File: config.mk
export PLATFORM = sky130hd
export DESIGN_NAME = fifo_flag_select_and_reset
export DESIGN_NICKNAME = d
export VERILOG_FILES = /design/src/shared/flag_route_pkg.sv /design/src/hdl/fifo_flag_select_and_reset.sv
export SDC_FILE = /design/constraint.sdc
export NUM_CORES = 1
export LEC_CHECK = 0
export BUFFER_PORTS_ARGS = -buffer_cell sky130_fd_sc_hd__buf_2
export CAP_MARGIN = 20
export CORE_UTILIZATION = 43
export CTS_BUF_LIST = sky130_fd_sc_hd__clkbuf_4
export CTS_CLUSTER_SIZE = 12
export DETAILED_ROUTE_END_ITERATION = 16
export GPL_TIMING_DRIVEN = 1
export PLACE_DENSITY = 0.85
export RECOVER_POWER = 50
export SLEW_MARGIN = 20
export SYNTH_ARGS = -nofsm -noshare
export SYNTH_HDL_FRONTEND = slang
export SYNTH_SLANG_ARGS = --single-unit
export TNS_END_PERCENT = 20
File: constraint.sdc
create_clock -name CLK -period 2 [get_ports CLK]
set_input_delay 0.4 -clock CLK [delete_from_list [all_inputs] [get_ports CLK]]
set_output_delay 0.4 -clock CLK [all_outputs]
set_load 0.01 [all_outputs]
File: src/shared/flag_route_pkg.sv
package flag_route_pkg;

    // register indices; the byte address on the bus is 4 * index
    localparam logic [15:0] IDX_SELECT_AB = 16'he602;
    localparam logic [15:0] IDX_SELECT_CD = 16'he603;
    localparam logic [15:0] IDX_FIFO_RESTORE = 16'he604;
    localparam logic [15:0] IDX_PORT_CFG = 16'he608;
    localparam logic [15:0] IDX_IRQ_STATUS = 16'he609;
    localparam logic [15:0] IDX_IRQ_MASK = 16'he60a;
    localparam logic [15:0] IDX_STATE = 16'he60b;
    localparam int ADDR_W = 18;

    // reset values
    localparam logic [7:0] SELECT_RST = 8'h00;
    localparam logic [7:0] PORT_CFG_RST = 8'h00;

    // field positions
    localparam int SEL_HI_LSB = 4;
    localparam int SEL_LO_LSB = 0;
    localparam int REFUSE_BIT = 7;
    localparam int PIN_D_EN_BIT = 7;
    localparam int EP_NUM_LSB = 0;
    localparam int KIND_LSB = 2;
    localparam int MODE_LSB = 0;

    // select code and interface mode meanings
    localparam logic [3:0] SEL_INDEXED = 4'h0;
    localparam logic [1:0] KIND_LEVEL = 2'h1;
    localparam logic [1:0] KIND_EMPTY = 2'h2;
    localparam logic [1:0] KIND_FULL = 2'h3;
    localparam logic [1:0] MODE_SLAVE = 2'h3;

    // endpoint numbers accepted by the restore register
    localparam logic [3:0] EP_NUM_2 = 4'h2;
    localparam logic [3:0] EP_NUM_4 = 4'h4;
    localparam logic [3:0] EP_NUM_6 = 4'h6;
    localparam logic [3:0] EP_NUM_8 = 4'h8;

    // interrupt status bits
    localparam int IRQ_REFUSE_ON = 0;
    localparam int IRQ_RESTORE = 1;
    localparam int IRQ_BAD_EP = 2;
    localparam int IRQ_W = 3;

    localparam logic [1:0] RESP_OKAY = 2'h0;
    localparam logic [1:0] RESP_SLVERR = 2'h2;

    // per-endpoint status from the queues
    typedef struct packed {
        logic level;
        logic full;
        logic empty;
    } ep_flags_s;

    // flag pin outputs
    typedef struct packed {
        logic first;
        logic second;
        logic third;
        logic fourth;
        logic fourth_oe;
    } status_pins_s;

endpackage

File: src/hdl/fifo_flag_select_and_reset.sv
`timescale 1ns/1ps
// Contract
// - four flag pins, each with its own 4-bit select field, two per register
// - higher-lettered pin field in bits 7:4, lower-lettered in bits 3:0
// - code 0000: pins one to three carry level/full/empty of addressed queue
// - address pins 00/01/10/11 pick endpoint 2/4/6/8
// - code 0000 on pin four gives the fixed endpoint-2 level flag
// - pin four drives the flag only when port A config bit 7 is set
// - nonzero code: bits 3:2 flag kind, bits 1:0 endpoint; 0001-0011 reserved
// - nonzero code follows its own endpoint regardless of address pins
// - writing 0x80 makes every host transfer answered with NAK
// - NAK bit plus endpoint number restores that queue while NAK holds
// - low nibble 2,4,6,8 names the queue to restore
// - writing zero ends the NAK-all condition
// - flag and address pins serve only the external-master slave mode 11
module fifo_flag_select_and_reset
    import flag_route_pkg::*;
(
    input wire logic CLK,
    input wire logic RST_N,
    // axi4-lite slave
    input wire logic [ADDR_W-1:0] S_AXI_AWADDR,
    input wire logic S_AXI_AWVALID,
    output logic S_AXI_AWREADY,
    input wire logic [31:0] S_AXI_WDATA,
    input wire logic [3:0] S_AXI_WSTRB,
    input wire logic S_AXI_WVALID,
    output logic S_AXI_WREADY,
    output logic [1:0] S_AXI_BRESP,
    output logic S_AXI_BVALID,
    input wire logic S_AXI_BREADY,
    input wire logic [ADDR_W-1:0] S_AXI_ARADDR,
    input wire logic S_AXI_ARVALID,
    output logic S_AXI_ARREADY,
    output logic [31:0] S_AXI_RDATA,
    output logic [1:0] S_AXI_RRESP,
    output logic S_AXI_RVALID,
    input wire logic S_AXI_RREADY,
    // queue side
    input wire ep_flags_s [3:0] EP_FLAGS,
    input wire logic [1:0] INTERFACE_MODE_BITS,
    input wire logic QUEUE_SELECT_PIN_LO,
    input wire logic QUEUE_SELECT_PIN_HI,
    input wire logic PORT_PIN_FOURTH_OUT,
    input wire logic PORT_PIN_FOURTH_OE,
    output status_pins_s STATUS_PINS,
    output logic REFUSE_ALL_HOST_TRANSFERS,
    output logic [3:0] EP_RESTORE,
    output logic IRQ
);

    typedef enum logic [1:0] {W_IDLE, W_RESP} wr_state_e;

    logic [7:0] select_ab_ff;
    logic [7:0] select_cd_ff;
    logic [7:0] port_cfg_ff;
    logic [IRQ_W-1:0] irq_status_ff;
    logic [IRQ_W-1:0] irq_mask_ff;
    logic refuse_ff;
    logic [3:0] restore_ff;
    status_pins_s pins_ff;
    status_pins_s nxt_pins;
    wr_state_e wr_state_ff;
    logic aw_held_ff;
    logic w_held_ff;
    logic [ADDR_W-1:0] awaddr_ff;
    logic [31:0] wdata_ff;
    logic [3:0] wstrb_ff;
    logic [1:0] bresp_ff;
    logic rvalid_ff;
    logic [31:0] rdata_ff;
    logic [1:0] rresp_ff;
    logic do_write;
    logic [15:0] w_idx;
    logic [15:0] r_idx;
    logic [7:0] wbyte;
    logic [IRQ_W-1:0] irq_set;
    logic [1:0] addr_pins;
    logic slave_mode;
    logic [3:0] sel [4];
    logic [3:0] pin_val;

    ////////////////////////////////////////////////////////////////////////
    // axi write channel: accept address and data in either order
    assign S_AXI_AWREADY = (wr_state_ff == W_IDLE) && !aw_held_ff;
    assign S_AXI_WREADY = (wr_state_ff == W_IDLE) && !w_held_ff;
    assign S_AXI_BVALID = (wr_state_ff == W_RESP);
    assign S_AXI_BRESP = bresp_ff;
    assign do_write = (wr_state_ff == W_IDLE)
        && (aw_held_ff || S_AXI_AWVALID) && (w_held_ff || S_AXI_WVALID);
    assign w_idx = awaddr_ff[ADDR_W-1:2];
    assign wbyte = wdata_ff[7:0];

    // capture address and data halves
    always_ff @(posedge CLK) begin
        if (!RST_N) begin
            aw_held_ff <= 1'b0;
            w_held_ff <= 1'b0;
            awaddr_ff <= '0;
            wdata_ff <= '0;
            wstrb_ff <= '0;
        end else if (wr_state_ff == W_IDLE) begin
            if (S_AXI_AWVALID && !aw_held_ff) begin
                aw_held_ff <= 1'b1;
                awaddr_ff <= S_AXI_AWADDR;
            end
            if (S_AXI_WVALID && !w_held_ff) begin
                w_held_ff <= 1'b1;
                wdata_ff <= S_AXI_WDATA;
                wstrb_ff <= S_AXI_WSTRB;
            end
            if (aw_held_ff && w_held_ff) begin
                aw_held_ff <= 1'b0;
                w_held_ff <= 1'b0;
            end
        end
    end

    // write response state
    always_ff @(posedge CLK) begin
        if (!RST_N) begin
            wr_state_ff <= W_IDLE;
            bresp_ff <= RESP_OKAY;
        end else begin
            case (wr_state_ff)
                W_IDLE: begin
                    if (aw_held_ff && w_held_ff) begin
                        wr_state_ff <= W_RESP;
                        bresp_ff <= (w_idx >= IDX_SELECT_AB
                            && w_idx <= IDX_STATE
                            && (w_idx <= IDX_FIFO_RESTORE
                            || w_idx >= IDX_PORT_CFG))
                            ? RESP_OKAY : RESP_SLVERR;
                    end
                end
                default: begin
                    if (S_AXI_BREADY) begin
                        wr_state_ff <= W_IDLE;
                    end
                end
            endcase
        end
    end

    logic commit;
    assign commit = do_write && aw_held_ff && w_held_ff && wstrb_ff[0];

    ////////////////////////////////////////////////////////////////////////
    // configuration registers
    always_ff @(posedge CLK) begin
        if (!RST_N) begin
            select_ab_ff <= SELECT_RST;
            select_cd_ff <= SELECT_RST;
            port_cfg_ff <= PORT_CFG_RST;
            irq_mask_ff <= '0;
        end else if (commit) begin
            if (w_idx == IDX_SELECT_AB) begin
                select_ab_ff <= wbyte;
            end else if (w_idx == IDX_SELECT_CD) begin
                select_cd_ff <= wbyte;
            end else if (w_idx == IDX_PORT_CFG) begin
                port_cfg_ff <= wbyte;
            end else if (w_idx == IDX_IRQ_MASK) begin
                irq_mask_ff <= wbyte[IRQ_W-1:0];
            end
        end
    end

    ////////////////////////////////////////////////////////////////////////
    // queue restore: nak-all level and one-cycle per-endpoint restore
    always_ff @(posedge CLK) begin
        if (!RST_N) begin
            refuse_ff <= 1'b0;
            restore_ff <= '0;
        end else begin
            restore_ff <= '0;
            if (commit && w_idx == IDX_FIFO_RESTORE) begin
                refuse_ff <= wbyte[REFUSE_BIT];
                case (wbyte[EP_NUM_LSB +: 4])
                    EP_NUM_2: restore_ff <= 4'h1;
                    EP_NUM_4: restore_ff <= 4'h2;
                    EP_NUM_6: restore_ff <= 4'h4;
                    EP_NUM_8: restore_ff <= 4'h8;
                    default: restore_ff <= '0;
                endcase
            end
        end
    end
    assign REFUSE_ALL_HOST_TRANSFERS = refuse_ff;
    assign EP_RESTORE = restore_ff;

    ////////////////////////////////////////////////////////////////////////
    // interrupt events: nak on, restore done, bad endpoint number
    always_comb begin
        irq_set = '0;
        if (commit && w_idx == IDX_FIFO_RESTORE) begin
            irq_set[IRQ_REFUSE_ON] = wbyte[REFUSE_BIT] && !refuse_ff;
            irq_set[IRQ_RESTORE] = wbyte[EP_NUM_LSB +: 4] == EP_NUM_2
                || wbyte[EP_NUM_LSB +: 4] == EP_NUM_4
                || wbyte[EP_NUM_LSB +: 4] == EP_NUM_6
                || wbyte[EP_NUM_LSB +: 4] == EP_NUM_8;
            irq_set[IRQ_BAD_EP] = !irq_set[IRQ_RESTORE]
                && wbyte[EP_NUM_LSB +: 4] != 4'h0;
        end
    end

    // sticky status, write one to clear, set wins
    always_ff @(posedge CLK) begin
        if (!RST_N) begin
            irq_status_ff <= '0;
        end else if (commit && w_idx == IDX_IRQ_STATUS) begin
            irq_status_ff <= (irq_status_ff & ~wbyte[IRQ_W-1:0]) | irq_set;
        end else begin
            irq_status_ff <= irq_status_ff | irq_set;
        end
    end
    assign IRQ = |(irq_status_ff & irq_mask_ff);

    ////////////////////////////////////////////////////////////////////////
    // axi read channel, one cycle answer
    assign S_AXI_ARREADY = !rvalid_ff;
    assign S_AXI_RVALID = rvalid_ff;
    assign S_AXI_RDATA = rdata_ff;
    assign S_AXI_RRESP = rresp_ff;
    assign r_idx = S_AXI_ARADDR[ADDR_W-1:2];

    always_ff @(posedge CLK) begin
        if (!RST_N) begin
            rvalid_ff <= 1'b0;
            rdata_ff <= '0;
            rresp_ff <= RESP_OKAY;
        end else if (rvalid_ff) begin
            if (S_AXI_RREADY) begin
                rvalid_ff <= 1'b0;
            end
        end else if (S_AXI_ARVALID) begin
            rvalid_ff <= 1'b1;
            rresp_ff <= RESP_OKAY;
            rdata_ff <= '0;
            if (r_idx == IDX_SELECT_AB) begin
                rdata_ff[7:0] <= select_ab_ff;
            end else if (r_idx == IDX_SELECT_CD) begin
                rdata_ff[7:0] <= select_cd_ff;
            end else if (r_idx == IDX_FIFO_RESTORE) begin
                rdata_ff <= '0; // write-only
            end else if (r_idx == IDX_PORT_CFG) begin
                rdata_ff[7:0] <= port_cfg_ff;
            end else if (r_idx == IDX_IRQ_STATUS) begin
                rdata_ff[IRQ_W-1:0] <= irq_status_ff;
            end else if (r_idx == IDX_IRQ_MASK) begin
                rdata_ff[IRQ_W-1:0] <= irq_mask_ff;
            end else if (r_idx == IDX_STATE) begin
                rdata_ff[4:0] <= {refuse_ff, pin_val};
            end else begin
                rresp_ff <= RESP_SLVERR;
            end
        end
    end

    ////////////////////////////////////////////////////////////////////////
    // flag routing
    assign addr_pins = {QUEUE_SELECT_PIN_HI, QUEUE_SELECT_PIN_LO};
    assign slave_mode = INTERFACE_MODE_BITS == MODE_SLAVE;
    assign sel[0] = select_ab_ff[SEL_LO_LSB +: 4];
    assign sel[1] = select_ab_ff[SEL_HI_LSB +: 4];
    assign sel[2] = select_cd_ff[SEL_LO_LSB +: 4];
    assign sel[3] = select_cd_ff[SEL_HI_LSB +: 4];

    // one mux per pin
    generate
        for (genvar p = 0; p < 4; p++) begin : g_pin
            always_comb begin
                pin_val[p] = 1'b0;
                if (sel[p] == SEL_INDEXED) begin
                    case (p)
                        0: pin_val[p] = EP_FLAGS[addr_pins].level;
                        1: pin_val[p] = EP_FLAGS[addr_pins].full;
                        2: pin_val[p] = EP_FLAGS[addr_pins].empty;
                        default: pin_val[p] = EP_FLAGS[0].level;
                    endcase
                end else begin
                    case (sel[p][KIND_LSB +: 2])
                        KIND_LEVEL: pin_val[p] = EP_FLAGS[sel[p][1:0]].level;
                        KIND_EMPTY: pin_val[p] = EP_FLAGS[sel[p][1:0]].empty;
                        KIND_FULL: pin_val[p] = EP_FLAGS[sel[p][1:0]].full;
                        default: pin_val[p] = 1'b0;
                    endcase
                end
            end
        end
    endgenerate

    // pin four: flag or ordinary port pin
    always_comb begin
        nxt_pins.first = slave_mode & pin_val[0];
        nxt_pins.second = slave_mode & pin_val[1];
        nxt_pins.third = slave_mode & pin_val[2];
        if (port_cfg_ff[PIN_D_EN_BIT]) begin
            nxt_pins.fourth = slave_mode & pin_val[3];
            nxt_pins.fourth_oe = 1'b1;
        end else begin
            nxt_pins.fourth = PORT_PIN_FOURTH_OUT;
            nxt_pins.fourth_oe = PORT_PIN_FOURTH_OE;
        end
    end

    // registered pins, one cycle behind their source
    always_ff @(posedge CLK) begin
        if (!RST_N) begin
            pins_ff <= '0;
        end else begin
            pins_ff <= nxt_pins;
        end
    end
    assign STATUS_PINS = pins_ff;

    ////////////////////////////////////////////////////////////////////////
    // checks
    a_pin_follow: assert property (@(posedge CLK) disable iff (!RST_N)
        slave_mode && sel[2] == SEL_INDEXED
        |=> STATUS_PINS.third == $past(EP_FLAGS[addr_pins].empty))
        else $error("pin third lags source");
    a_nak_set: assert property (@(posedge CLK) disable iff (!RST_N)
        commit && w_idx == IDX_FIFO_RESTORE && wbyte == 8'h80
        |=> REFUSE_ALL_HOST_TRANSFERS)
        else $error("nak not set");
    a_nak_clear: assert property (@(posedge CLK) disable iff (!RST_N)
        commit && w_idx == IDX_FIFO_RESTORE && wbyte == 8'h00
        |=> !REFUSE_ALL_HOST_TRANSFERS)
        else $error("nak not cleared");
    a_restore_keep: assert property (@(posedge CLK) disable iff (!RST_N)
        commit && w_idx == IDX_FIFO_RESTORE && wbyte == 8'h86
        |=> EP_RESTORE == 4'h4 && REFUSE_ALL_HOST_TRANSFERS)
        else $error("ep6 restore wrong");
    a_restore_num: assert property (@(posedge CLK) disable iff (!RST_N)
        EP_RESTORE != 4'h0
        |-> $onehot(EP_RESTORE) ##1 EP_RESTORE == 4'h0)
        else $error("restore pulse too long");
    a_pin_d_port: assert property (@(posedge CLK) disable iff (!RST_N)
        !$past(port_cfg_ff[PIN_D_EN_BIT]) && $past(RST_N)
        |-> STATUS_PINS.fourth == $past(PORT_PIN_FOURTH_OUT))
        else $error("pin four not port");
    a_indexed_full: assert property (@(posedge CLK) disable iff (!RST_N)
        slave_mode && sel[1] == SEL_INDEXED
        |=> STATUS_PINS.second == $past(EP_FLAGS[addr_pins].full))
        else $error("indexed full wrong");
    a_fixed_ep: assert property (@(posedge CLK) disable iff (!RST_N)
        slave_mode && sel[0] == 4'hd
        |=> STATUS_PINS.first == $past(EP_FLAGS[1].full))
        else $error("fixed ep4 full wrong");

endmodule

==> flow_metrics.tcl <==
set metrics [dict create \
    status "completed" \
    cts_resized 0 \
    finalMaxSlewViolations 0 \
    synth_xor_area_share_pct 0 \
    antenna_found_initial 0 \
    end_kind "register" \
    final_cell_area_um2 4970 \
    synth_area_per_cell_um2 8.48 \
    critical-path-slowest-cell "dfxtp_1" \
    dp_slack_ns 0.0659 \
    netlist_area_um2 4260 \
    crit_end "S_AXI_RDATA[2]$_SDFFE_PN0P_" \
    ys.flop_type "dfxtp_1" \
    row_count 35 \
    area_growth_pct 16.8 \
    cts_buffer_depth 2 \
    cp.arrival_ns 2.27 \
    cp_data_required_time_ns 2.30 \
    hpwl_um 7960 \
    yosys-mux-area-fraction_pct 11.9 \
    htreeDepth 3 \
    first_pass_iters 5 \
    io_pins 149 \
    synth_top_family_by_area "simple AND/OR/NAND/NOR gates" \
    root_buffer "clkbuf_4" \
    fin_crit_ns 1.96 \
    placed_cell_area_um2 4830 \
    post-route-period-util_pct 98.1 \
    rrSetupSlack_ns 0.04 \
    setup_slack_ns 0.0386 \
    wire_per_inst_um 14.6 \
    coreArea_um2 9420 \
    cp.buffers_inverters 0 \
    power.total_mw 3.07 \
    synth_seq_area_share_pct 37.2 \
    cts_tree "built" \
    synth_compound_area_share_pct 15.9 \
    vias 3951 \
    setup-tns-final_ns 0 \
    cts_setup_buffers 0 \
    grt_max_degree 58 \
    gp_congestion 0.932 \
    drv_cap 0 \
    crit_start "select_cd_ff[0]$_SDFFE_PN0P_" \
    grt.busiest_layer "met2" \
    start_util_pct 45.2 \
    start_kind "register" \
    vdd_drop_max_mv 0.359 \
    worstPathCellList "mux4_2 > mux2i_1 > o211ai_1 > a32oi_1 > o41ai_1" \
    fin_skew_ns 0.0180 \
    synth_edf_count 0 \
    clock_latency_ns 0.43 \
    dp_cells 709 \
    die_y_um 101 \
    hold_buffers 0 \
    power.leakage_nw 1.99 \
    r2r-end "S_AXI_RDATA[2]$_SDFFE_PN0P_" \
    hold_slack_ns 0.196 \
    via_per_inst 5.45 \
    utilization_pct 52.8 \
    worst_r2r_path_depth 5 \
    min_path_type "in -> reg" \
    ys_warn_count 0 \
    first_global_vias 3576 \
    first_iter_violations 281 \
    setup_viol 0 \
    timing.rr.start "select_cd_ff[0]$_SDFFE_PN0P_" \
    worst_path_largest_cell_delay_ns 0.59 \
    max_freq_mhz 510 \
    synthDistinctLibCells 57 \
    pwr_density_cell_nw_per_um2 617 \
    cp_top_family "multiplexers" \
    synth_cells 502 \
    synthSimpleGateAreaFrac_pct 26.4 \
    slew_headroom_pct 64.4 \
    grt_pass1_wl_um 17000 \
    criticalPathCategory "reg -> reg" \
    met2_usage_pct 35.4 \
    diodes 0 \
    clock-sinks 79 \
    worstPathMaxFanout 7 \
    critical_path_cell_count 5 \
    use_met1_pct 26.5 \
    yosys_register_bits 79 \
    layout-drive-gt1-share_pct 25.2 \
    die-area_um2 10300 \
    fin_cells 725 \
    portBuffers 91 \
    async_reset_ff_share_pct 0 \
    layout.nets 688 \
    use_met3_pct 5.18 \
    path_clk_slew_ns 0.13 \
    hold_viol_final 0 \
    grt_use_total_pct 21.0 \
    ant_nets 0 \
    cts_made_buffers 9 \
    drcViolationCount 0 \
    overflow 0 \
    tightest_slew_ns 0.534 \
    synthAdderAreaFrac_pct 0 \
    routed_wl_um 10600 \
    die_x_um 101 \
]
[worst register-to-register path: cells and delay by family, from the launching register on]
family          cells  cell delay, ns
flops               1            0.59
compound gates      3            0.52
mux                 2            0.75
[per-layer routing]
| metal | routed length (um) | part of all wire [%] | vias up |
|---|---|---|---|
| met3 | 698 | 6.6 | 14 |
| met2 | 5010 | 47 | 166 |
| met5 | 0 | 0 | - |
| li1 | - | - | 1932 |
| met4 | 215 | 2.0 | 0 |
| met1 | 4680 | 44 | 1839 |
[state kept, by name, summed over array words and instances (netlist names)]
signal                     count
wdata_ff                       8
S_AXI_RDATA                    8
STATUS_PINS                    5
select_ab_ff                   8
aw_held_ff                     1
select_cd_ff                   8
REFUSE_ALL_HOST_TRANSFERS      1
EP_RESTORE                     4
S_AXI_BRESP                    1
port_cfg_ff                    8
S_AXI_RRESP                    1
w_held_ff                      1
awaddr_ff                     16
S_AXI_RVALID                   1
wr_state_ff                    1
irq_status_ff                  3
wstrb_ff                       1
irq_mask_ff                    3
[power breakdown]
part | internal (mW) | switching, mW | leakage [nW]
combinational | 0.183 | 0.251 | 1.27
clock | 0.409 | 0.538 | 0.0731
sequential | 1.63 | 0.0584 | 0.644
total | 2.22 | 0.848 | 1.99
[final cells by class]
type | instances | area, um^2
well taps | 129 | 161
fillers | 905 | 4440
repair buffers | 111 | 626
flip-flops and latches | 79 | 1580
inverters | 12 | 45.0
clock buffers | 11 | 82.6
multi-input cells | 378 | 2410
clock inverters | 5 | 58.8
[cells in the final DEF, fill, tap and decap left out, types with 5 or more instances in the layout]
cell type and n:
a21oi_1 47, a31oi_1 9, and3_1 5, buf_2 87, buf_4 18, clkbuf_4 11
conb_1 26, dfxtp_1 77, inv_1 11, mux2i_1 26, mux4_2 9, nand2_1 67
nand2b_1 15, nand3_1 14, nand4_1 5, nand4b_1 9, nor2_1 37, nor2b_1 7
nor3_1 5, nor4_1 5, o21ai_0 26
[kinds of logic after synthesis]
group                  after synthesis
and+or+nand+nor                    201
AOI/OAI and AO/OA                  112
DFF                                 79
buffers and inverters               70
muxes                               39
other                                1
[synthesized netlist by cell type, types with 3 or more instances]
library cell	number	area, um^2
nor4bb_1	3	30.0
a22o_1	3	26.3
nand4_1	5	31.3
nand2b_1	15	93.8
mux2_2	4	45.0
o21ai_0	26	130
a31oi_1	9	56.3
a21oi_1	47	235
a221oi_1	4	35.0
nor2_1	37	139
inv_1	11	41.3
and2_1	5	31.3
nor4_1	6	37.5
nand4b_1	9	78.8
and3_1	5	31.3
a221o_1	3	30.0
nand3_1	14	70.1
mux2i_1	26	260
nand2_1	67	251
buf_4	26	195
clkbuf_1	31	116
nor3_1	5	25.0
o41ai_1	4	35.0
nor4b_1	3	26.3
nand3b_1	4	30.0
mux4_2	9	203
nor2b_1	7	43.8
dfxtp_1	79	1580
[worst min-delay path by stage]
stage	startpoint	end	slack, ns	depth (start not counted)
final	PORT_PIN_FOURTH_OE	STATUS_PINS[0]$_SDFF_PN0_	0.20	3
after global placement	awaddr_ff[17]$_SDFFE_PN0P_	awaddr_ff[17]$_SDFFE_PN0P_	0.44	2
after global routing	S_AXI_AWADDR[14]	awaddr_ff[14]$_SDFFE_PN0P_	0.17	3
after detailed placement	awaddr_ff[7]$_SDFFE_PN0P_	awaddr_ff[7]$_SDFFE_PN0P_	0.45	2
after CTS	S_AXI_AWADDR[13]	awaddr_ff[13]$_SDFFE_PN0P_	0.18	3
after floorplan	awaddr_ff[17]$_SDFFE_PN0P_	awaddr_ff[17]$_SDFFE_PN0P_	0.43	2
Power figures use the tool's default switching activity.
